===== config.mk =====
export PLATFORM = sky130hd
export DESIGN_NAME = pgs_sequencer
export DESIGN_NICKNAME = d
export VERILOG_FILES = /design/src/pgs_pkg.sv /design/src/pgs_pos_flags.sv /design/src/pgs_sequencer.sv
export SDC_FILE = /design/constraint.sdc
export NUM_CORES = 1
export LEC_CHECK = 0
export ABC_AREA = 1
export BUFFER_PORTS_ARGS = -buffer_cell sky130_fd_sc_hd__buf_4
export CORE_ASPECT_RATIO = 0.5
export CORE_MARGIN = 1.5
export CORE_UTILIZATION = 40
export DETAILED_ROUTE_END_ITERATION = 10
export SLEW_MARGIN = 5
export SYNTH_ARGS = -nofsm -noshare
export SYNTH_HDL_FRONTEND = slang
export SYNTH_SLANG_ARGS = --single-unit

===== constraint.sdc =====
create_clock -name i_core_clk -period 7.25 [get_ports i_core_clk]
set_clock_uncertainty 0.05 [all_clocks]
set_input_delay 1.45 -clock i_core_clk [delete_from_list [all_inputs] [get_ports i_core_clk]]
set_output_delay 1.45 -clock i_core_clk [all_outputs]
set_load 0.01 [all_outputs]

===== src/pgs_pkg.sv =====
// constants, register map and types of the pre-positioning grip sequencer
package pgs_pkg;
  // register byte offsets
  localparam logic [7:0] ADDR_COMMAND = 8'h00;
  localparam logic [7:0] ADDR_PROFILE = 8'h04;
  localparam logic [7:0] ADDR_PARAM_LAST = 8'h24;
  localparam logic [7:0] ADDR_FLAGS = 8'h28;
  localparam logic [7:0] ADDR_FAULT = 8'h2c;
  localparam logic [7:0] ADDR_CUR_POS = 8'h30;
  localparam logic [7:0] ADDR_IRQ_STATUS = 8'h34;
  localparam logic [7:0] ADDR_IRQ_ENABLE = 8'h38;
  localparam logic [7:0] ADDR_IRQ_CLEAR = 8'h3c;
  // parameter slots, in register order from ADDR_PROFILE
  localparam int PI_PROFILE = 0;
  localparam int PI_RECIPE = 1;
  localparam int PI_WINDOW = 2;
  localparam int PI_FORCE = 3;
  localparam int PI_SPEED = 4;
  localparam int PI_OPEN = 5;
  localparam int PI_SHIFT = 6;
  localparam int PI_PART = 7;
  localparam int PI_CLOSED = 8;
  localparam int N_PARAMS = 9;
  // command word values
  localparam logic [15:0] CMD_NONE = 16'h0000;
  localparam logic [15:0] CMD_XFER = 16'h0001;
  localparam logic [15:0] CMD_CLR_DIR = 16'h0004;
  localparam logic [15:0] CMD_OPEN = 16'h0100;
  localparam logic [15:0] CMD_CLOSE = 16'h0200;
  // profile numbers
  localparam logic [15:0] PROF_MOTOR_ON = 16'h0003;
  localparam logic [15:0] PROF_MOTOR_OFF = 16'h0005;
  localparam logic [15:0] PROF_OUTSIDE = 16'h0052;
  localparam logic [15:0] PROF_INSIDE = 16'h005c;
  // state flag word bits
  localparam int SF_MOTOR_ON = 1;
  localparam int SF_BUSY = 4;
  localparam int SF_HOST_ALIVE = 6;
  localparam int SF_GRIPPED = 7;
  localparam int SF_AT_OPEN = 8;
  localparam int SF_AT_PART = 9;
  localparam int SF_AT_CLOSED = 10;
  localparam int SF_AT_NONE = 11;
  localparam int SF_PARAMS_OK = 12;
  localparam int SF_DIR_CLOSE = 13;
  localparam int SF_DIR_OPEN = 14;
  // interrupt status bits
  localparam int IRQ_W = 4;
  localparam int IRQ_ACCEPT = 0;
  localparam int IRQ_DONE = 1;
  localparam int IRQ_GRIP = 2;
  localparam int IRQ_NOPART = 3;
  // fault codes
  localparam logic [15:0] FAULT_NONE = 16'h0000;
  localparam logic [15:0] FAULT_BAD_PROFILE = 16'h0001;
  localparam logic [15:0] FAULT_MOTOR_OFF = 16'h0002;
  // boot time of the internal controller
  localparam int CLK_KHZ = 10000;
  localparam int BOOT_TIME_US = 10;
  localparam int BOOT_CYCLES = (BOOT_TIME_US * CLK_KHZ + 999) / 1000;
  localparam logic [15:0] OVERRUN_DEFAULT = 16'h0014;
  // sequencer states
  typedef enum logic [2:0] {
    S_IDLE = 3'b000,
    S_PRESHIFT = 3'b001,
    S_GRIP = 3'b010,
    S_HOLD = 3'b011,
    S_OVERRUN = 3'b100,
    S_RETURN = 3'b101,
    S_RELEASE = 3'b110,
    S_DONE = 3'b111
  } pgs_state_t;
endpackage : pgs_pkg


===== src/pgs_pos_flags.sv =====
// position window comparators for the named positions and the drive target
`timescale 1ns/1ps
module pgs_pos_flags #(
  parameter int POS_W = 16
) (
  // measured position and tolerance
  input wire logic [POS_W-1:0] i_pos,
  input wire logic [POS_W-1:0] i_window,
  // reference positions: open end, expected part, closed end, drive target
  input wire logic [POS_W-1:0] i_open,
  input wire logic [POS_W-1:0] i_part,
  input wire logic [POS_W-1:0] i_closed,
  input wire logic [POS_W-1:0] i_target,
  // window hits, same order
  output logic [3:0] o_hit
);
  logic [POS_W-1:0] refs [0:3];

  assign refs[0] = i_open;
  assign refs[1] = i_part;
  assign refs[2] = i_closed;
  assign refs[3] = i_target;

  // tolerance applies in both directions
  for (genvar g = 0; g < 4; g++) begin : g_cmp
    logic [POS_W-1:0] diff;
    assign diff = (i_pos >= refs[g]) ? (i_pos - refs[g]) : (refs[g] - i_pos);
    assign o_hit[g] = (diff <= i_window);
  end
endmodule : pgs_pos_flags


===== src/pgs_sequencer.sv =====
// pre-positioning grip sequencer with ahb-lite register slave
`timescale 1ns/1ps
// How it works
// - mode 82 close: preposition, then force grip
// - mode 82 open: position to open end
// - mode 82 no part: overrun, return, stop closed
// - current rise means contact; hold grip force
// - mode 92 open: preposition, then grip outward
// - mode 92 close: position to closed end
// - mode 92 no part: overrun, stop open
// - mode 92 grip starts with positioning phase
// - acknowledge bit 12; motor off clears bit 1
// - report state, fault, position after boot
// - position flags bits 8 to 11
// - new handshake abandons running motion
module pgs_sequencer
  import pgs_pkg::*;
#(
  parameter int POS_W = 16,
  parameter logic [15:0] OVERRUN_DIST = pgs_pkg::OVERRUN_DEFAULT,
  parameter int BOOT_CNT = pgs_pkg::BOOT_CYCLES
) (
  // clock and reset
  input wire logic i_core_clk,
  input wire logic i_reset_n,
  // ahb-lite slave
  input wire logic i_hsel,
  input wire logic [31:0] i_haddr,
  input wire logic [1:0] i_htrans,
  input wire logic i_hwrite,
  input wire logic [2:0] i_hsize,
  input wire logic [31:0] i_hwdata,
  input wire logic i_hready,
  output logic [31:0] o_hrdata,
  output logic o_hreadyout,
  output logic o_hresp,
  // drive feedback
  input wire logic [POS_W-1:0] i_current_pos,
  input wire logic i_current_rise,
  // drive command
  output logic o_drive_en,
  output logic o_force_mode,
  output logic [POS_W-1:0] o_drive_target,
  output logic [15:0] o_drive_speed,
  output logic [15:0] o_force_limit,
  // interrupt
  output logic o_irq
);
  import pgs_pkg::*;

  initial begin
    if (POS_W < 8 || POS_W > 16) $error("POS_W must be 8..16");
    if (BOOT_CNT < 1 || BOOT_CNT > 65535) $error("BOOT_CNT out of range");
  end

  logic booted;
  logic [15:0] boot_cnt;
  logic [15:0] command_word;
  logic [15:0] command_prev;
  logic [15:0] shadow [0:N_PARAMS-1];
  logic [15:0] active [0:N_PARAMS-1];
  logic params_accepted_flag;
  logic motor_on;
  logic gripped;
  logic dir_close;
  logic dir_open;
  logic [15:0] fault_code;
  logic [IRQ_W-1:0] irq_status;
  logic [IRQ_W-1:0] irq_enable;
  logic [IRQ_W-1:0] irq_set;
  pgs_state_t state;
  pgs_state_t next_state;
  logic [POS_W-1:0] grip_end;
  logic grip_up;
  logic [POS_W-1:0] next_target;
  logic next_force;
  logic [15:0] next_speed;
  logic [3:0] hit;
  logic [15:0] state_flags_word;
  logic ap_take;
  logic wr_pend;
  logic [7:0] wr_addr;
  logic [31:0] rd_value;
  logic addr_ok;
  logic xfer_start;
  logic cmd_edge;
  logic move_close;
  logic move_open;
  logic mode_out;
  logic mode_in;
  logic move_ok;

  // bus slave: zero wait states, always okay
  assign o_hreadyout = 1'b1;
  assign o_hresp = 1'b0;
  assign ap_take = i_hsel && i_htrans[1] && i_hready;
  assign addr_ok = (i_haddr[31:8] == 24'h000000) && (i_haddr[1:0] == 2'b00);

  always_ff @(posedge i_core_clk or negedge i_reset_n) begin
    if (!i_reset_n) begin
      wr_pend <= 1'b0;
      wr_addr <= 8'h00;
    end else begin
      wr_pend <= ap_take && i_hwrite && addr_ok;
      wr_addr <= i_haddr[7:0];
    end
  end

  // boot: nothing is reported, and no command or parameter write is accepted, before the controller is up
  always_ff @(posedge i_core_clk or negedge i_reset_n) begin
    if (!i_reset_n) begin
      boot_cnt <= 16'h0000;
      booted <= 1'b0;
    end else if (!booted) begin
      boot_cnt <= boot_cnt + 16'h0001;
      booted <= (boot_cnt == 16'(BOOT_CNT - 1));
    end
  end

  // host-written command word and parameter shadows
  always_ff @(posedge i_core_clk or negedge i_reset_n) begin
    if (!i_reset_n) begin
      command_word <= CMD_NONE;
      command_prev <= CMD_NONE;
    end else begin
      command_prev <= command_word;
      if (wr_pend && booted && wr_addr == ADDR_COMMAND) begin
        command_word <= i_hwdata[15:0];
      end
    end
  end

  for (genvar p = 0; p < N_PARAMS; p++) begin : g_param
    localparam logic [7:0] PADDR = ADDR_PROFILE + 8'(4 * p);
    always_ff @(posedge i_core_clk or negedge i_reset_n) begin
      if (!i_reset_n) begin
        shadow[p] <= 16'h0000;
        active[p] <= 16'h0000;
      end else begin
        if (wr_pend && booted && wr_addr == PADDR) begin
          shadow[p] <= i_hwdata[15:0];
        end
        if (xfer_start) begin
          active[p] <= shadow[p];
        end
      end
    end
  end

  assign cmd_edge = (command_word != command_prev);
  assign xfer_start = cmd_edge && (command_word == CMD_XFER);

  // handshake acknowledge and motor power
  always_ff @(posedge i_core_clk or negedge i_reset_n) begin
    if (!i_reset_n) begin
      params_accepted_flag <= 1'b0;
      motor_on <= 1'b0;
    end else begin
      if (xfer_start) begin
        params_accepted_flag <= 1'b1;
        if (shadow[PI_PROFILE] == PROF_MOTOR_OFF) begin
          motor_on <= 1'b0;
        end else begin
          motor_on <= 1'b1;
        end
      end else if (command_word != CMD_XFER) begin
        params_accepted_flag <= 1'b0;
      end
    end
  end

  // move decode
  assign mode_out = (active[PI_PROFILE] == PROF_OUTSIDE);
  assign mode_in = (active[PI_PROFILE] == PROF_INSIDE);
  assign move_close = cmd_edge && (command_word == CMD_CLOSE);
  assign move_open = cmd_edge && (command_word == CMD_OPEN);
  assign move_ok = motor_on && !params_accepted_flag && (mode_out || mode_in);

  function automatic logic [POS_W-1:0] overrun_pos(input logic [POS_W-1:0] pos,
                                                   input logic up);
    logic [POS_W:0] sum;
    sum = {1'b0, pos};
    if (up) begin
      sum = sum + {1'b0, OVERRUN_DIST[POS_W-1:0]};
      overrun_pos = sum[POS_W] ? {POS_W{1'b1}} : sum[POS_W-1:0];
    end else begin
      overrun_pos = (pos > OVERRUN_DIST[POS_W-1:0]) ? pos - OVERRUN_DIST[POS_W-1:0] : '0;
    end
  endfunction : overrun_pos

  // sequencer next state
  always_comb begin
    next_state = state;
    next_target = o_drive_target;
    next_force = o_force_mode;
    next_speed = o_drive_speed;
    irq_set = '0;
    if (xfer_start) begin
      next_state = S_IDLE;
      next_target = i_current_pos;
      next_force = 1'b0;
      irq_set[IRQ_ACCEPT] = 1'b1;
    end else if ((move_close || move_open) && move_ok) begin
      next_speed = active[PI_SPEED];
      next_force = 1'b0;
      if ((mode_out && move_close) || (mode_in && move_open)) begin
        next_state = S_PRESHIFT;
        next_target = active[PI_SHIFT][POS_W-1:0];
      end else if (mode_out) begin
        next_state = S_RELEASE;
        next_target = active[PI_OPEN][POS_W-1:0];
      end else begin
        next_state = S_RELEASE;
        next_target = active[PI_CLOSED][POS_W-1:0];
      end
    end else begin
      case (state)
        S_PRESHIFT: begin
          if (hit[3]) begin
            next_state = S_GRIP;
            next_target = grip_end;
            next_force = 1'b1;
          end
        end
        S_GRIP: begin
          if (i_current_rise) begin
            next_state = S_HOLD;
            irq_set[IRQ_GRIP] = 1'b1;
          end else if (hit[3]) begin
            next_state = S_OVERRUN;
            next_target = overrun_pos(grip_end, grip_up);
            next_force = 1'b0;
          end
        end
        S_OVERRUN: begin
          if (hit[3]) begin
            next_state = S_RETURN;
            next_target = grip_end;
          end
        end
        S_RETURN: begin
          if (i_current_pos == grip_end) begin
            next_state = S_DONE;
            irq_set[IRQ_NOPART] = 1'b1;
            irq_set[IRQ_DONE] = 1'b1;
          end
        end
        S_RELEASE: begin
          if (hit[3]) begin
            next_state = S_DONE;
            irq_set[IRQ_DONE] = 1'b1;
          end
        end
        S_HOLD: next_state = S_HOLD;
        S_IDLE: next_state = S_IDLE;
        S_DONE: next_state = S_DONE;
        default: next_state = S_IDLE;
      endcase
    end
    if (!motor_on) begin
      next_state = S_IDLE;
      next_force = 1'b0;
    end
  end

  always_ff @(posedge i_core_clk or negedge i_reset_n) begin
    if (!i_reset_n) begin
      state <= S_IDLE;
      o_drive_target <= '0;
      o_force_mode <= 1'b0;
      o_drive_speed <= 16'h0000;
      o_force_limit <= 16'h0000;
      o_drive_en <= 1'b0;
    end else begin
      state <= next_state;
      o_drive_target <= next_target;
      o_force_mode <= next_force;
      o_drive_speed <= next_speed;
      o_force_limit <= active[PI_FORCE];
      o_drive_en <= motor_on;
    end
  end

  // grip end and direction are fixed when a grip stroke starts
  always_ff @(posedge i_core_clk or negedge i_reset_n) begin
    if (!i_reset_n) begin
      grip_end <= '0;
      grip_up <= 1'b0;
    end else if ((move_close || move_open) && move_ok && !xfer_start) begin
      if (mode_out) begin
        grip_end <= active[PI_CLOSED][POS_W-1:0];
        grip_up <= active[PI_CLOSED] >= active[PI_SHIFT];
      end else begin
        grip_end <= active[PI_OPEN][POS_W-1:0];
        grip_up <= active[PI_OPEN] >= active[PI_SHIFT];
      end
    end
  end

  // gripped, direction flags and fault code
  always_ff @(posedge i_core_clk or negedge i_reset_n) begin
    if (!i_reset_n) begin
      gripped <= 1'b0;
      dir_close <= 1'b0;
      dir_open <= 1'b0;
      fault_code <= FAULT_NONE;
    end else begin
      gripped <= (next_state == S_HOLD);
      if (cmd_edge && command_word == CMD_CLR_DIR) begin
        dir_close <= 1'b0;
        dir_open <= 1'b0;
      end else if (move_close && move_ok && !xfer_start) begin
        dir_close <= 1'b1;
        dir_open <= 1'b0;
      end else if (move_open && move_ok && !xfer_start) begin
        dir_close <= 1'b0;
        dir_open <= 1'b1;
      end
      if (xfer_start) begin
        fault_code <= FAULT_NONE;
      end else if ((move_close || move_open) && !params_accepted_flag) begin
        if (!motor_on) begin
          fault_code <= FAULT_MOTOR_OFF;
        end else if (!(mode_out || mode_in)) begin
          fault_code <= FAULT_BAD_PROFILE;
        end
      end
    end
  end

  pgs_pos_flags #(
    .POS_W(POS_W)
  ) u_pos_flags (
    .i_pos(i_current_pos),
    .i_window(active[PI_WINDOW][POS_W-1:0]),
    .i_open(active[PI_OPEN][POS_W-1:0]),
    .i_part(active[PI_PART][POS_W-1:0]),
    .i_closed(active[PI_CLOSED][POS_W-1:0]),
    .i_target(o_drive_target),
    .o_hit(hit)
  );

  // state flag word
  always_comb begin
    state_flags_word = 16'h0000;
    state_flags_word[SF_MOTOR_ON] = motor_on;
    state_flags_word[SF_BUSY] = (state != S_IDLE) && (state != S_DONE) && (state != S_HOLD);
    state_flags_word[SF_HOST_ALIVE] = booted;
    state_flags_word[SF_GRIPPED] = gripped;
    state_flags_word[SF_AT_OPEN] = hit[0];
    state_flags_word[SF_AT_PART] = hit[1];
    state_flags_word[SF_AT_CLOSED] = hit[2];
    state_flags_word[SF_AT_NONE] = !(hit[0] || hit[1] || hit[2]);
    state_flags_word[SF_PARAMS_OK] = params_accepted_flag;
    state_flags_word[SF_DIR_CLOSE] = dir_close;
    state_flags_word[SF_DIR_OPEN] = dir_open;
  end

  // interrupts: set wins over clear
  always_ff @(posedge i_core_clk or negedge i_reset_n) begin
    if (!i_reset_n) begin
      irq_status <= '0;
      irq_enable <= '0;
    end else begin
      if (wr_pend && wr_addr == ADDR_IRQ_ENABLE) begin
        irq_enable <= i_hwdata[IRQ_W-1:0];
      end
      if (wr_pend && wr_addr == ADDR_IRQ_CLEAR) begin
        irq_status <= (irq_status & ~i_hwdata[IRQ_W-1:0]) | irq_set;
      end else begin
        irq_status <= irq_status | irq_set;
      end
    end
  end

  assign o_irq = |(irq_status & irq_enable);

  // read mux; nothing reported before boot
  always_comb begin
    rd_value = 32'h00000000;
    if (booted && addr_ok) begin
      if (i_haddr[7:0] == ADDR_COMMAND) begin
        rd_value = {16'h0000, command_word};
      end else if (i_haddr[7:0] >= ADDR_PROFILE && i_haddr[7:0] <= ADDR_PARAM_LAST) begin
        rd_value = {16'h0000, shadow[4'((i_haddr[7:0] - ADDR_PROFILE) >> 2)]};
      end else if (i_haddr[7:0] == ADDR_FLAGS) begin
        rd_value = {16'h0000, state_flags_word};
      end else if (i_haddr[7:0] == ADDR_FAULT) begin
        rd_value = {16'h0000, fault_code};
      end else if (i_haddr[7:0] == ADDR_CUR_POS) begin
        rd_value = {16'h0000, 16'(i_current_pos)};
      end else if (i_haddr[7:0] == ADDR_IRQ_STATUS) begin
        rd_value = {{(32 - IRQ_W){1'b0}}, irq_status};
      end else if (i_haddr[7:0] == ADDR_IRQ_ENABLE) begin
        rd_value = {{(32 - IRQ_W){1'b0}}, irq_enable};
      end
    end
  end

  always_ff @(posedge i_core_clk or negedge i_reset_n) begin
    if (!i_reset_n) begin
      o_hrdata <= 32'h00000000;
    end else if (ap_take && !i_hwrite) begin
      o_hrdata <= rd_value;
    end
  end
endmodule : pgs_sequencer


# == After elaboration in Yosys (flattened, before gate mapping) ==
# Index checks and enable logic that the tools add are counted.
# word_totals
regBits,461
# classes
n_addsub,12
magnitude_cmp,14
n_eq_ne,45
mux,70
n_bitwise,7
reduce_logical,63
# ops
cell,count
2-to-1 mux 16 bit,27
subtractor 16 bit,8
greater-or-equal comparator 16 bit,6
equality test 8 x 6 -> 1 bit (second input constant),9
binary-select mux 16 bit (select 4 bit),1
<= comparator 16 bit,4
equality test 16 x 7 -> 1 bit (second input constant),3
logical AND 1 bit,38
2-to-1 mux 3 bit,12
equality test 16 x 3 -> 1 bit (second input constant),2
equality test 8 x 5 -> 1 bit (second input constant),4
case mux 16 bit (2 select lines),1
zero test 24 bit,1
case mux 3 bit (8 select lines),1
2-to-1 mux 1 bit,23
adder 16 x 5 -> 17 bit (second input constant),1
adder 16 x 1 -> 16 bit (second input constant),1
equality test 16 x 1 -> 1 bit (second input constant),1
equality test 16 x 10 -> 1 bit (second input constant),1
equality test 16 bit,1
equality test 16 x 9 -> 1 bit (second input constant),1
equality test 8 x 4 -> 1 bit (second input constant),2
greater-than comparator 16 x 5 -> 1 bit (second input constant),1
zero test 8 bit,2
other kinds (35),60

# == Logic depth before layout (Yosys ltp) ==
# Gate-level depths: netlist of the first run.
# logic_depth
ltp_word,10
ltp_mapped,32

# == Cells and area by module ==
# A second synthesis of the first run with hierarchy kept.
# hier_totals
cells_unflattened,4629
hier_area_um2,31485.2
# by_module_without_submodules
mod,n_inst,cells_each,area_per_inst_um2
pgs_sequencer,1,2734,21404.3
pgs_pos_flags,1,1895,10080.9

# == Worst setup path after synthesis of the first run ==
# Ideal clock, no wire load.
# synth_timing
kind,in2reg
start,input i_current_pos[0]
end,register o_drive_target[10]
arrival_ns,4.540
slack_ns,2.544
cell_stages,25
n_path_buf,3
cell_sequence,inv_1 -> ha_1 -> inv_1 -> fa_1 -> a21oi_1 -> o21ai_1 -> nand2_1 -> nand3_1 -> buf_4 -> buf_4 -> nand2_1 -> nand2_1 -> xnor2_1 -> inv_1 -> ha_1 -> nand2_1 -> nor3_1 -> nand4_1 -> nand2_1 -> nand2_1 -> nand3_4 -> buf_6 -> nand2_1 -> nor2_1 -> nor2_1
# synth_via
elab_chain_len,5
elab_cells_between_ends,8
cone_classes,2 x add/sub; 2 x order compare; 2 x eq/ne; 1 x mux; 1 x reduce/logical
# synth_lines
element,line_no,text
"start, declared",pgs_sequencer.sv:38,"input wire logic [POS_W-1:0] i_current_pos,"
subtractor 16 bit / greater-or-equal comparator 16 bit (equally long branches),pgs_pos_flags.sv:27,assign diff = (i_pos >= refs[g]) ? (i_pos - refs[g]) : (refs[g] - i_pos);
2-to-1 mux 16 bit (*),pgs_pos_flags.sv:27,
<= comparator 16 bit (*),pgs_pos_flags.sv:28,assign o_hit[g] = (diff <= i_window);
!= test 4 bit (no source line) / != test 4 x 1 -> 1 bit (equally long branches),-,
AND reduction 4 bit (no source line) (*),-,
"end signal, assigned",pgs_sequencer.sv:276,o_drive_target <= next_target;
"end, declared",pgs_sequencer.sv:43,"output logic [POS_W-1:0] o_drive_target,"
# Every way passes the cells marked *; elsewhere a longest branch is shown, timed or not.
# A chain may end at the register's enable or synchronous reset.

# == Worst setup path after layout of the first run ==
# layout_timing
start,input i_current_pos[5]
end,register o_hrdata[11]
# layout_via
elab_chain_len,10
elab_cells_between_ends,22
cone_classes,6 x add/sub; 6 x order compare; 7 x mux; 3 x reduce/logical
# layout_lines
element,line_no,text
subtractor 16 bit / greater-or-equal comparator 16 bit (equally long branches),pgs_pos_flags.sv:27,
2-to-1 mux 16 bit,pgs_pos_flags.sv:27,
<= comparator 16 bit,pgs_pos_flags.sv:28,
logical OR 1 bit,pgs_sequencer.sv:353,state_flags_word[SF_AT_NONE] = !(hit[0] || hit[1] || hit[2]);
logical OR 1 bit (*),pgs_sequencer.sv:353,
zero test 1 bit (*),pgs_sequencer.sv:353,
2-to-1 mux 16 bit (*),pgs_sequencer.sv:386,end else if (i_haddr[7:0] == ADDR_FLAGS) begin
2-to-1 mux 16 bit (*),pgs_sequencer.sv:384,end else if (i_haddr[7:0] >= ADDR_PROFILE && i_haddr[7:0] <= ADDR_PARAM_LAST) begin
2-to-1 mux 16 bit (*),pgs_sequencer.sv:382,if (i_haddr[7:0] == ADDR_COMMAND) begin
2-to-1 mux 16 bit (*),pgs_sequencer.sv:381,if (booted && addr_ok) begin
"end signal, assigned",pgs_sequencer.sv:404,o_hrdata <= rd_value;
"end, declared",pgs_sequencer.sv:34,"output logic [31:0] o_hrdata,"
# Marks and branches as above.

==> results of run 1 <==
==> through the flow <==
stage          hold WS, ps  std cells  setup slack, ps
6_report               322       5081             1300
5_1_grt                338       5080             1100
4_1_cts                319       5080             1500
3_5_place_dp           313       5005              908
3_3_place_gp           309       5005              922
2_1_floorplan          304       4038             2540
==> power by group through the flow <==
stage / Clock [W] / Sequential [W] / Combinational [W]
after floorplan: 0 / 0.00248 / 0.000627
after global placement: 0 / 0.00248 / 0.000997
after detailed placement: 0 / 0.00248 / 0.00101
after CTS: 0.00242 / 0.00244 / 0.00102
after global routing: 0.00253 / 0.00244 / 0.00115
final: 0.00239 / 0.00244 / 0.00102
==> cells in the final DEF, fill, tap and decap left out, types with 22 or more instances in the layout <==
| cell | synthesis | final |
|---|---|---|
| nand3_1 | 182 | 182 |
| nor3_1 | 31 | 31 |
| o21ai_0 | 537 | 537 |
| inv_1 | 485 | 485 |
| nor2_1 | 257 | 257 |
| nand4_1 | 22 | 22 |
| o211ai_1 | 49 | 49 |
| xnor2_1 | 38 | 38 |
| nand2_1 | 1099 | 1097 |
| dfrtp_1 | 431 | 431 |
| ha_1 | 229 | 229 |
| clkbuf_16 | 0 | 43 |
| buf_4 | 30 | 166 |
| a21oi_1 | 242 | 242 |
| xor2_1 | 57 | 57 |
==> worst paths after layout <==
path | endpoint | from | cells after the start | slack (ps)
worst max-delay path | o_hrdata[11]$_DFFE_PN0P_ | i_current_pos[5] | 26 | 1300
min in group asynchronous | o_force_limit[12]$_DFF_PN0_ | i_reset_n | 1 | 890
worst max register to register | o_hrdata[11]$_DFFE_PN0P_ | active[0]$_DFFE_PN0P_ | 27 | 2210
worst min-delay path | o_force_limit[7]$_DFF_PN0_ | active[87]$_DFFE_PN0P_ | 0 | 320
max in group asynchronous | grip_end[9]$_DFFE_PN0P_ | i_reset_n | 2 | 4630
worst min register to register | o_force_limit[7]$_DFF_PN0_ | active[87]$_DFFE_PN0P_ | 0 | 320
==> cell families after synthesis <==
| logic type | synth area share [%] |
|---|---|
| adders and majority gates | 10.3 |
| xor gates and xnor gates | 2.95 |
| other | 0.0257 |
| muxes | 0.0342 |
| DFF | 36.8 |
| buffers and inverters | 9.27 |
| AOI/OAI and AO/OA | 17.0 |
| and+or+nand+nor | 23.5 |
==> sequential cells by signal, indices dropped and copies added, names as in the netlist, 2 cells and up <==
register	count
o_drive_speed	16
o_force_limit	16
wr_addr	8
irq_status	4
command_word	16
grip_end	16
command_prev	16
fault_code	2
o_hrdata	16
state	3
active	128
boot_cnt	16
shadow	144
irq_enable	4
o_drive_target	16
==> cell type report <==
class	count	share of cell area, %
multi-input combinational	2942	48.7
sequential	431	33.2
timing repair buffer	170	4.06
clock buffer	58	3.73
clock inverter	17	0.762
inverter	504	5.82
antenna	1	0.00770
tap	958	3.69
==> worst max-delay path, cell delays in order <==
cell and delay, ps:
buf_4 180, inv_1 540, ha_1 430, a21oi_1 310, o21bai_1 120, o21bai_2 210, nand2_1 80, nand3_2 340
inv_2 360, nand2_1 80, nand2_1 80, xnor2_1 120, inv_1 60, ha_1 290, nand2_1 70, nor3_1 130
o21ai_0 110, nand2_1 110, nand2_1 60, a21oi_1 700, nand3_1 180, nand2_1 110, nand2_1 70, nand2_1 70
nand2_1 60, nand2_1 60
==> per-layer routing <==
| metal | track usage (%) | part of all wire (%) | routed length [um] |
|---|---|---|---|
| met2 | 42.6 | 41 | 46300 |
| met4 | 8.44 | 2.8 | 3140 |
| met1 | 45.1 | 47 | 53000 |
| met5 | 0 | 0 | 0 |
| met3 | 5.10 | 8.3 | 9270 |
==> results.tsv, run 1 <==
metric	value	unit
status	completed	
slew_headroom	22.1	%
post-cts-setup-buffers	0	
tns	0	ps
final_cell_area	32500	um2
leakage	17.1	nW
yosysMostFrequentCell	nand2_1	
placed_area	31000	um2
grt_pass1_wl	167	mm
pin_count	176	
post_synth_num_cell_types	61	
dieWidth	386	um
postSynthAreaPerCell	7.28	um2
vias	27900	
holdBufCountCts	0	
gr-usage-all-layers	29.6	%
required	7720	ps
htreeDepth	2	
p_clk_share	40.9	%
gr-total-overflow	0	
initial_core_util	40.9	%
crit_type	input pin to flop	
pwr-share-comb	17.4	%
ys_top_cells_by_count	nand2_1 (1099), o21ai_0 (537), inv_1 (485), dfrtp_1 (431), nor2_1 (257)	
numClockSinks	431	
firstDrtPassIters	6	
setup_viol	0	
hold_violations	0	
route.detailed.wl_per_inst	22.0	um
p_sw_share	29.5	%
grt_max_degree	170	
switchingPower	0.00172	W
cts_max_path_buffers	3	
clk_latency	590	ps
period_needed	5950	ps
cts_tree	built	
clk_pin_slew	60	ps
gp_congestion	0.993	
synth_area_leaders	dfrtp_1 (37%), nand2_1 (14%), ha_1 (9.8%)	
synth_edf_count	0	
crit_arrival	6420	ps
dpl.hpwl	84.6	mm
synth-seq-cells	431	
seqCellArea	10800	um2
rows	69	
antenna_left	0	
cts.repair.resized	0	
maxCapViolCount	0	
end_kind	flop	
syn_area	29300	um2
powerDensity	180	nW/um2
total_power	0.00584	W
pwr-share-seq	41.7	%
irDropWorstVdd	140	uV
start_kind	input pin	
tightestPinTransition	1170	ps
drt-initial-drc-count	2917	
drive_gt1_share	7.11	%
rsz0062_at_grt	no	
remaining_drc_errors	0	
ys.flop_type	dfrtp_1	
synth_warnings	0	
fin_util	45.4	%
worst-path-max-fanout	18	
ys_async_sr_fraction	100	%
n_fill_cell	7320	
core_area	71700	um2
io_buffers	137	
wl	112	mm
cts_root_buf	clkbuf_16	
synthCells	4022	
grt_pass1_vias	25700	
multiInputGateArea	15800	um2
finalNetCount	4420	
maxSlewViolCount	0	
dieArea	74900	um2
cts-buffers-inserted	43	
hold_path_class	flop to flop	
die_y	194	um
vias_per_cell	5.50	
power.internal	0.00412	W
max_freq	168	MHz
fin_crit_sh	82.1	%
area_growth	11.0	%
antenna_found_initial	3	
yosysSeqAreaShare	36.8	%
synth_top_area_cell	dfrtp_1	
synth_top_area_share	36.8	%
Note: power is estimated with default switching activity, not from simulation.
==> inputs of run 2 (changes only) <==
==> constraint.sdc (replaced) <==
create_clock -name i_core_clk -period 5.4 [get_ports i_core_clk]
set_clock_uncertainty 0.05 [all_clocks]
set_input_delay 1.08 -clock i_core_clk [delete_from_list [all_inputs] [get_ports i_core_clk]]
set_output_delay 1.08 -clock i_core_clk [all_outputs]
set_load 0.01 [all_outputs]
==> run 2 against run 1 <==
Register-to-register slack got worse by 1200 ps. Combinational power rose by 45%. Via count rose by 1.3%. First-iteration DRC count rose by 6.1%. Global-route usage rose by 0.68 points. Routed wire length rose by 2.4%. Setup slack got worse by 630 ps. Power rose by 40%. Die area did not move. Critical path type unchanged. Largest power group is now clock.
==> results.tsv, run 2 (same netlist as run 1, synthesis figures left out) <==
metric	value	unit	change
irDropWorstVdd	223	uV	was 140 uV
status	completed		unchanged
core_area	71700	um2	unchanged
cts.repair.resized	0		unchanged
slew_headroom	22.9	%	was 22.1%
path_buf_inv	6		was 4
worst-path-max-fanout	13		was 18
pin_count	176		unchanged
final_cell_area	33800	um2	was 32500 um2
vias_per_cell	5.41		was 5.50
io_buffers	137		unchanged
antenna_left	0		unchanged
grt_pass1_vias	26300		was 25700
critPathTopFamily	compound AO/OA/AOI/OAI gates		was simple AND/OR/NAND/NOR gates
layout_common_cells	nand2_1 (1097), o21ai_0 (537), inv_1 (485), dfrtp_1 (431), buf_4 (302)		was nand2_1 (1097), o21ai_0 (537), inv_1 (485), dfrtp_1 (431), nor2_1 (257)
route.met2.wl	47.1	mm	was 46.3 mm
seqCellArea	10800	um2	unchanged
antenna_found_initial	8		was 3
placed_area	32200	um2	was 31000 um2
gr-total-overflow	0		unchanged
reg.largest.list	shadow x144, active x128		unchanged
powerDensity	242	nW/um2	was 180 nW/um2
drt-initial-drc-count	3096		was 2917
holdBufCountCts	0		unchanged
finalNetCount	4564		was 4420
max_freq	211	MHz	
vias	28300		was 27900
holdWs	325	ps	was 322 ps
reg2reg_slack	1010	ps	was 2210 ps
htreeDepth	2		unchanged
route.detailed.wl_per_inst	21.9	um	was 22.0 um
hold_violations	0		unchanged
maxCapViolCount	0		unchanged
total_power	0.00819	W	was 0.00584 W
top_layer	met5		was met4
crit_arrival	5160	ps	was 6420 ps
setup_viol	0		unchanged
slowest_stage	inv_1		was a21oi_1
wl_met3	10.9	mm	was 9.27 mm
met1_length	53.5	mm	was 53.0 mm
initial_core_util	40.9	%	unchanged
tns	0	ps	unchanged
wl	114	mm	was 112 mm
dieWidth	386	um	unchanged
grt_pass1_wl	170	mm	was 167 mm
maxSlewViolCount	0		unchanged
clk_pin_slew	70	ps	was 60 ps
largest_register_ffs	144		unchanged
cts_max_path_buffers	3		unchanged
final_common_cell	nand2_1		unchanged
hold_path_class	flop to flop		unchanged
tightestPinTransition	1150	ps	was 1170 ps
antenna_cells	0		was 1
required	5830	ps	was 7720 ps
remaining_drc_errors	0		unchanged
post-cts-setup-buffers	0		unchanged
multiInputGateArea	15800	um2	unchanged
cp_common_cell	nand2_1		unchanged
gp_congestion	1.01		was 0.993
firstDrtPassIters	6		unchanged
drive_gt1_share	10.3	%	was 7.11%
n_fill_cell	7246		was 7320
period_needed	4730	ps	
grt_max_degree	164		was 170
gr-usage-all-layers	30.3	%	was 29.6%
numClockSinks	431		unchanged
die_y	194	um	unchanged
largest-register	shadow		unchanged
area_growth	15.5	%	was 11.0%
rows	69		unchanged
dieArea	74900	um2	unchanged
dpl.hpwl	87.6	mm	was 84.6 mm
leakage	17.9	nW	was 17.1 nW
crit_type	input pin to flop		unchanged
end_kind	flop		unchanged
clk_latency	600	ps	was 590 ps
cts_tree	built		unchanged
cts_root_buf	clkbuf_16		unchanged
cts-buffers-inserted	44		was 43
rsz0062_at_grt	no		unchanged
cpPeakStageDelay	380	ps	was 700 ps
fin_crit_sh	87.6	%	
start_kind	input pin		unchanged
==> run 2: changes by cell type in the layout (fill, tap and decap cells not counted), sizes merged, moves of 3 or more <==
cell / previous run / this run
bufinv: 5 / 8
clkbuf: 58 / 61
buf: 170 / 313
clkinv: 13 / 9
clkinvlp: 0 / 4
==> run 2: metrics by stage <==
step                cells  setup WS (ps)  util (%)
CTS                  5228            699      47.2
global placement     5148           91.9      44.9
global route         5228            251      47.2
floorplan            4038           1060         -
finish               5228            671      47.2
detailed placement   5148            123      44.9
==> run 2: worst register-to-register path, delay by kind of cell, from the launching register on <==
kind                     cells  cell delay, ps
AND/OR/NAND/NOR             16            1440
AO/OA/AOI/OAI                2             460
XOR/XNOR                     1             150
flip-flops                   1             490
buffers and inverters        7             810
adder cells (fa/ha/maj)      3             890
==> run 2: final timing paths <==
| path | startpoint | end | cells after the start |
|---|---|---|---|
| worst max-delay path | i_current_pos[9] | o_hrdata[9]$_DFFE_PN0P_ | 25 |
| worst min-delay path | active[85]$_DFFE_PN0P_ | o_force_limit[5]$_DFF_PN0_ | 0 |
| worst max register to register | o_drive_target[0]$_DFFE_PN0P_ | o_drive_target[2]$_DFFE_PN0P_ | 29 |
| worst min register to register | active[85]$_DFFE_PN0P_ | o_force_limit[5]$_DFF_PN0_ | 0 |
| max in group asynchronous | i_reset_n | o_drive_speed[15]$_DFFE_PN0P_ | 2 |
| min in group asynchronous | i_reset_n | o_force_limit[11]$_DFF_PN0_ | 1 |
==> run 2: final cells by class <==
type,instances,area share (%)
clock inverters,19,1.03
flip-flops and latches,431,31.9
well taps,958,3.55
clock buffers,61,3.71
multi-input cells,2942,46.9
inverters,504,5.60
repair buffers,313,7.34
==> run 2: layer usage <==
metal | vias up | track usage [%]
met4 | 2 | 7.38
met5 | - | 0
met1 | 13600 | 45.6
met3 | 150 | 6.37
li1 | 13500 | -
met2 | 1134 | 43.8
==> run 2: power by group <==
group | internal (W) | leakage (nW) | switching [W]
registers | 0.00325 | 5.02 | 0.0000267
logic | 0.000550 | 12.1 | 0.000934
clock network | 0.00203 | 0.771 | 0.00141
total | 0.00582 | 17.9 | 0.00237
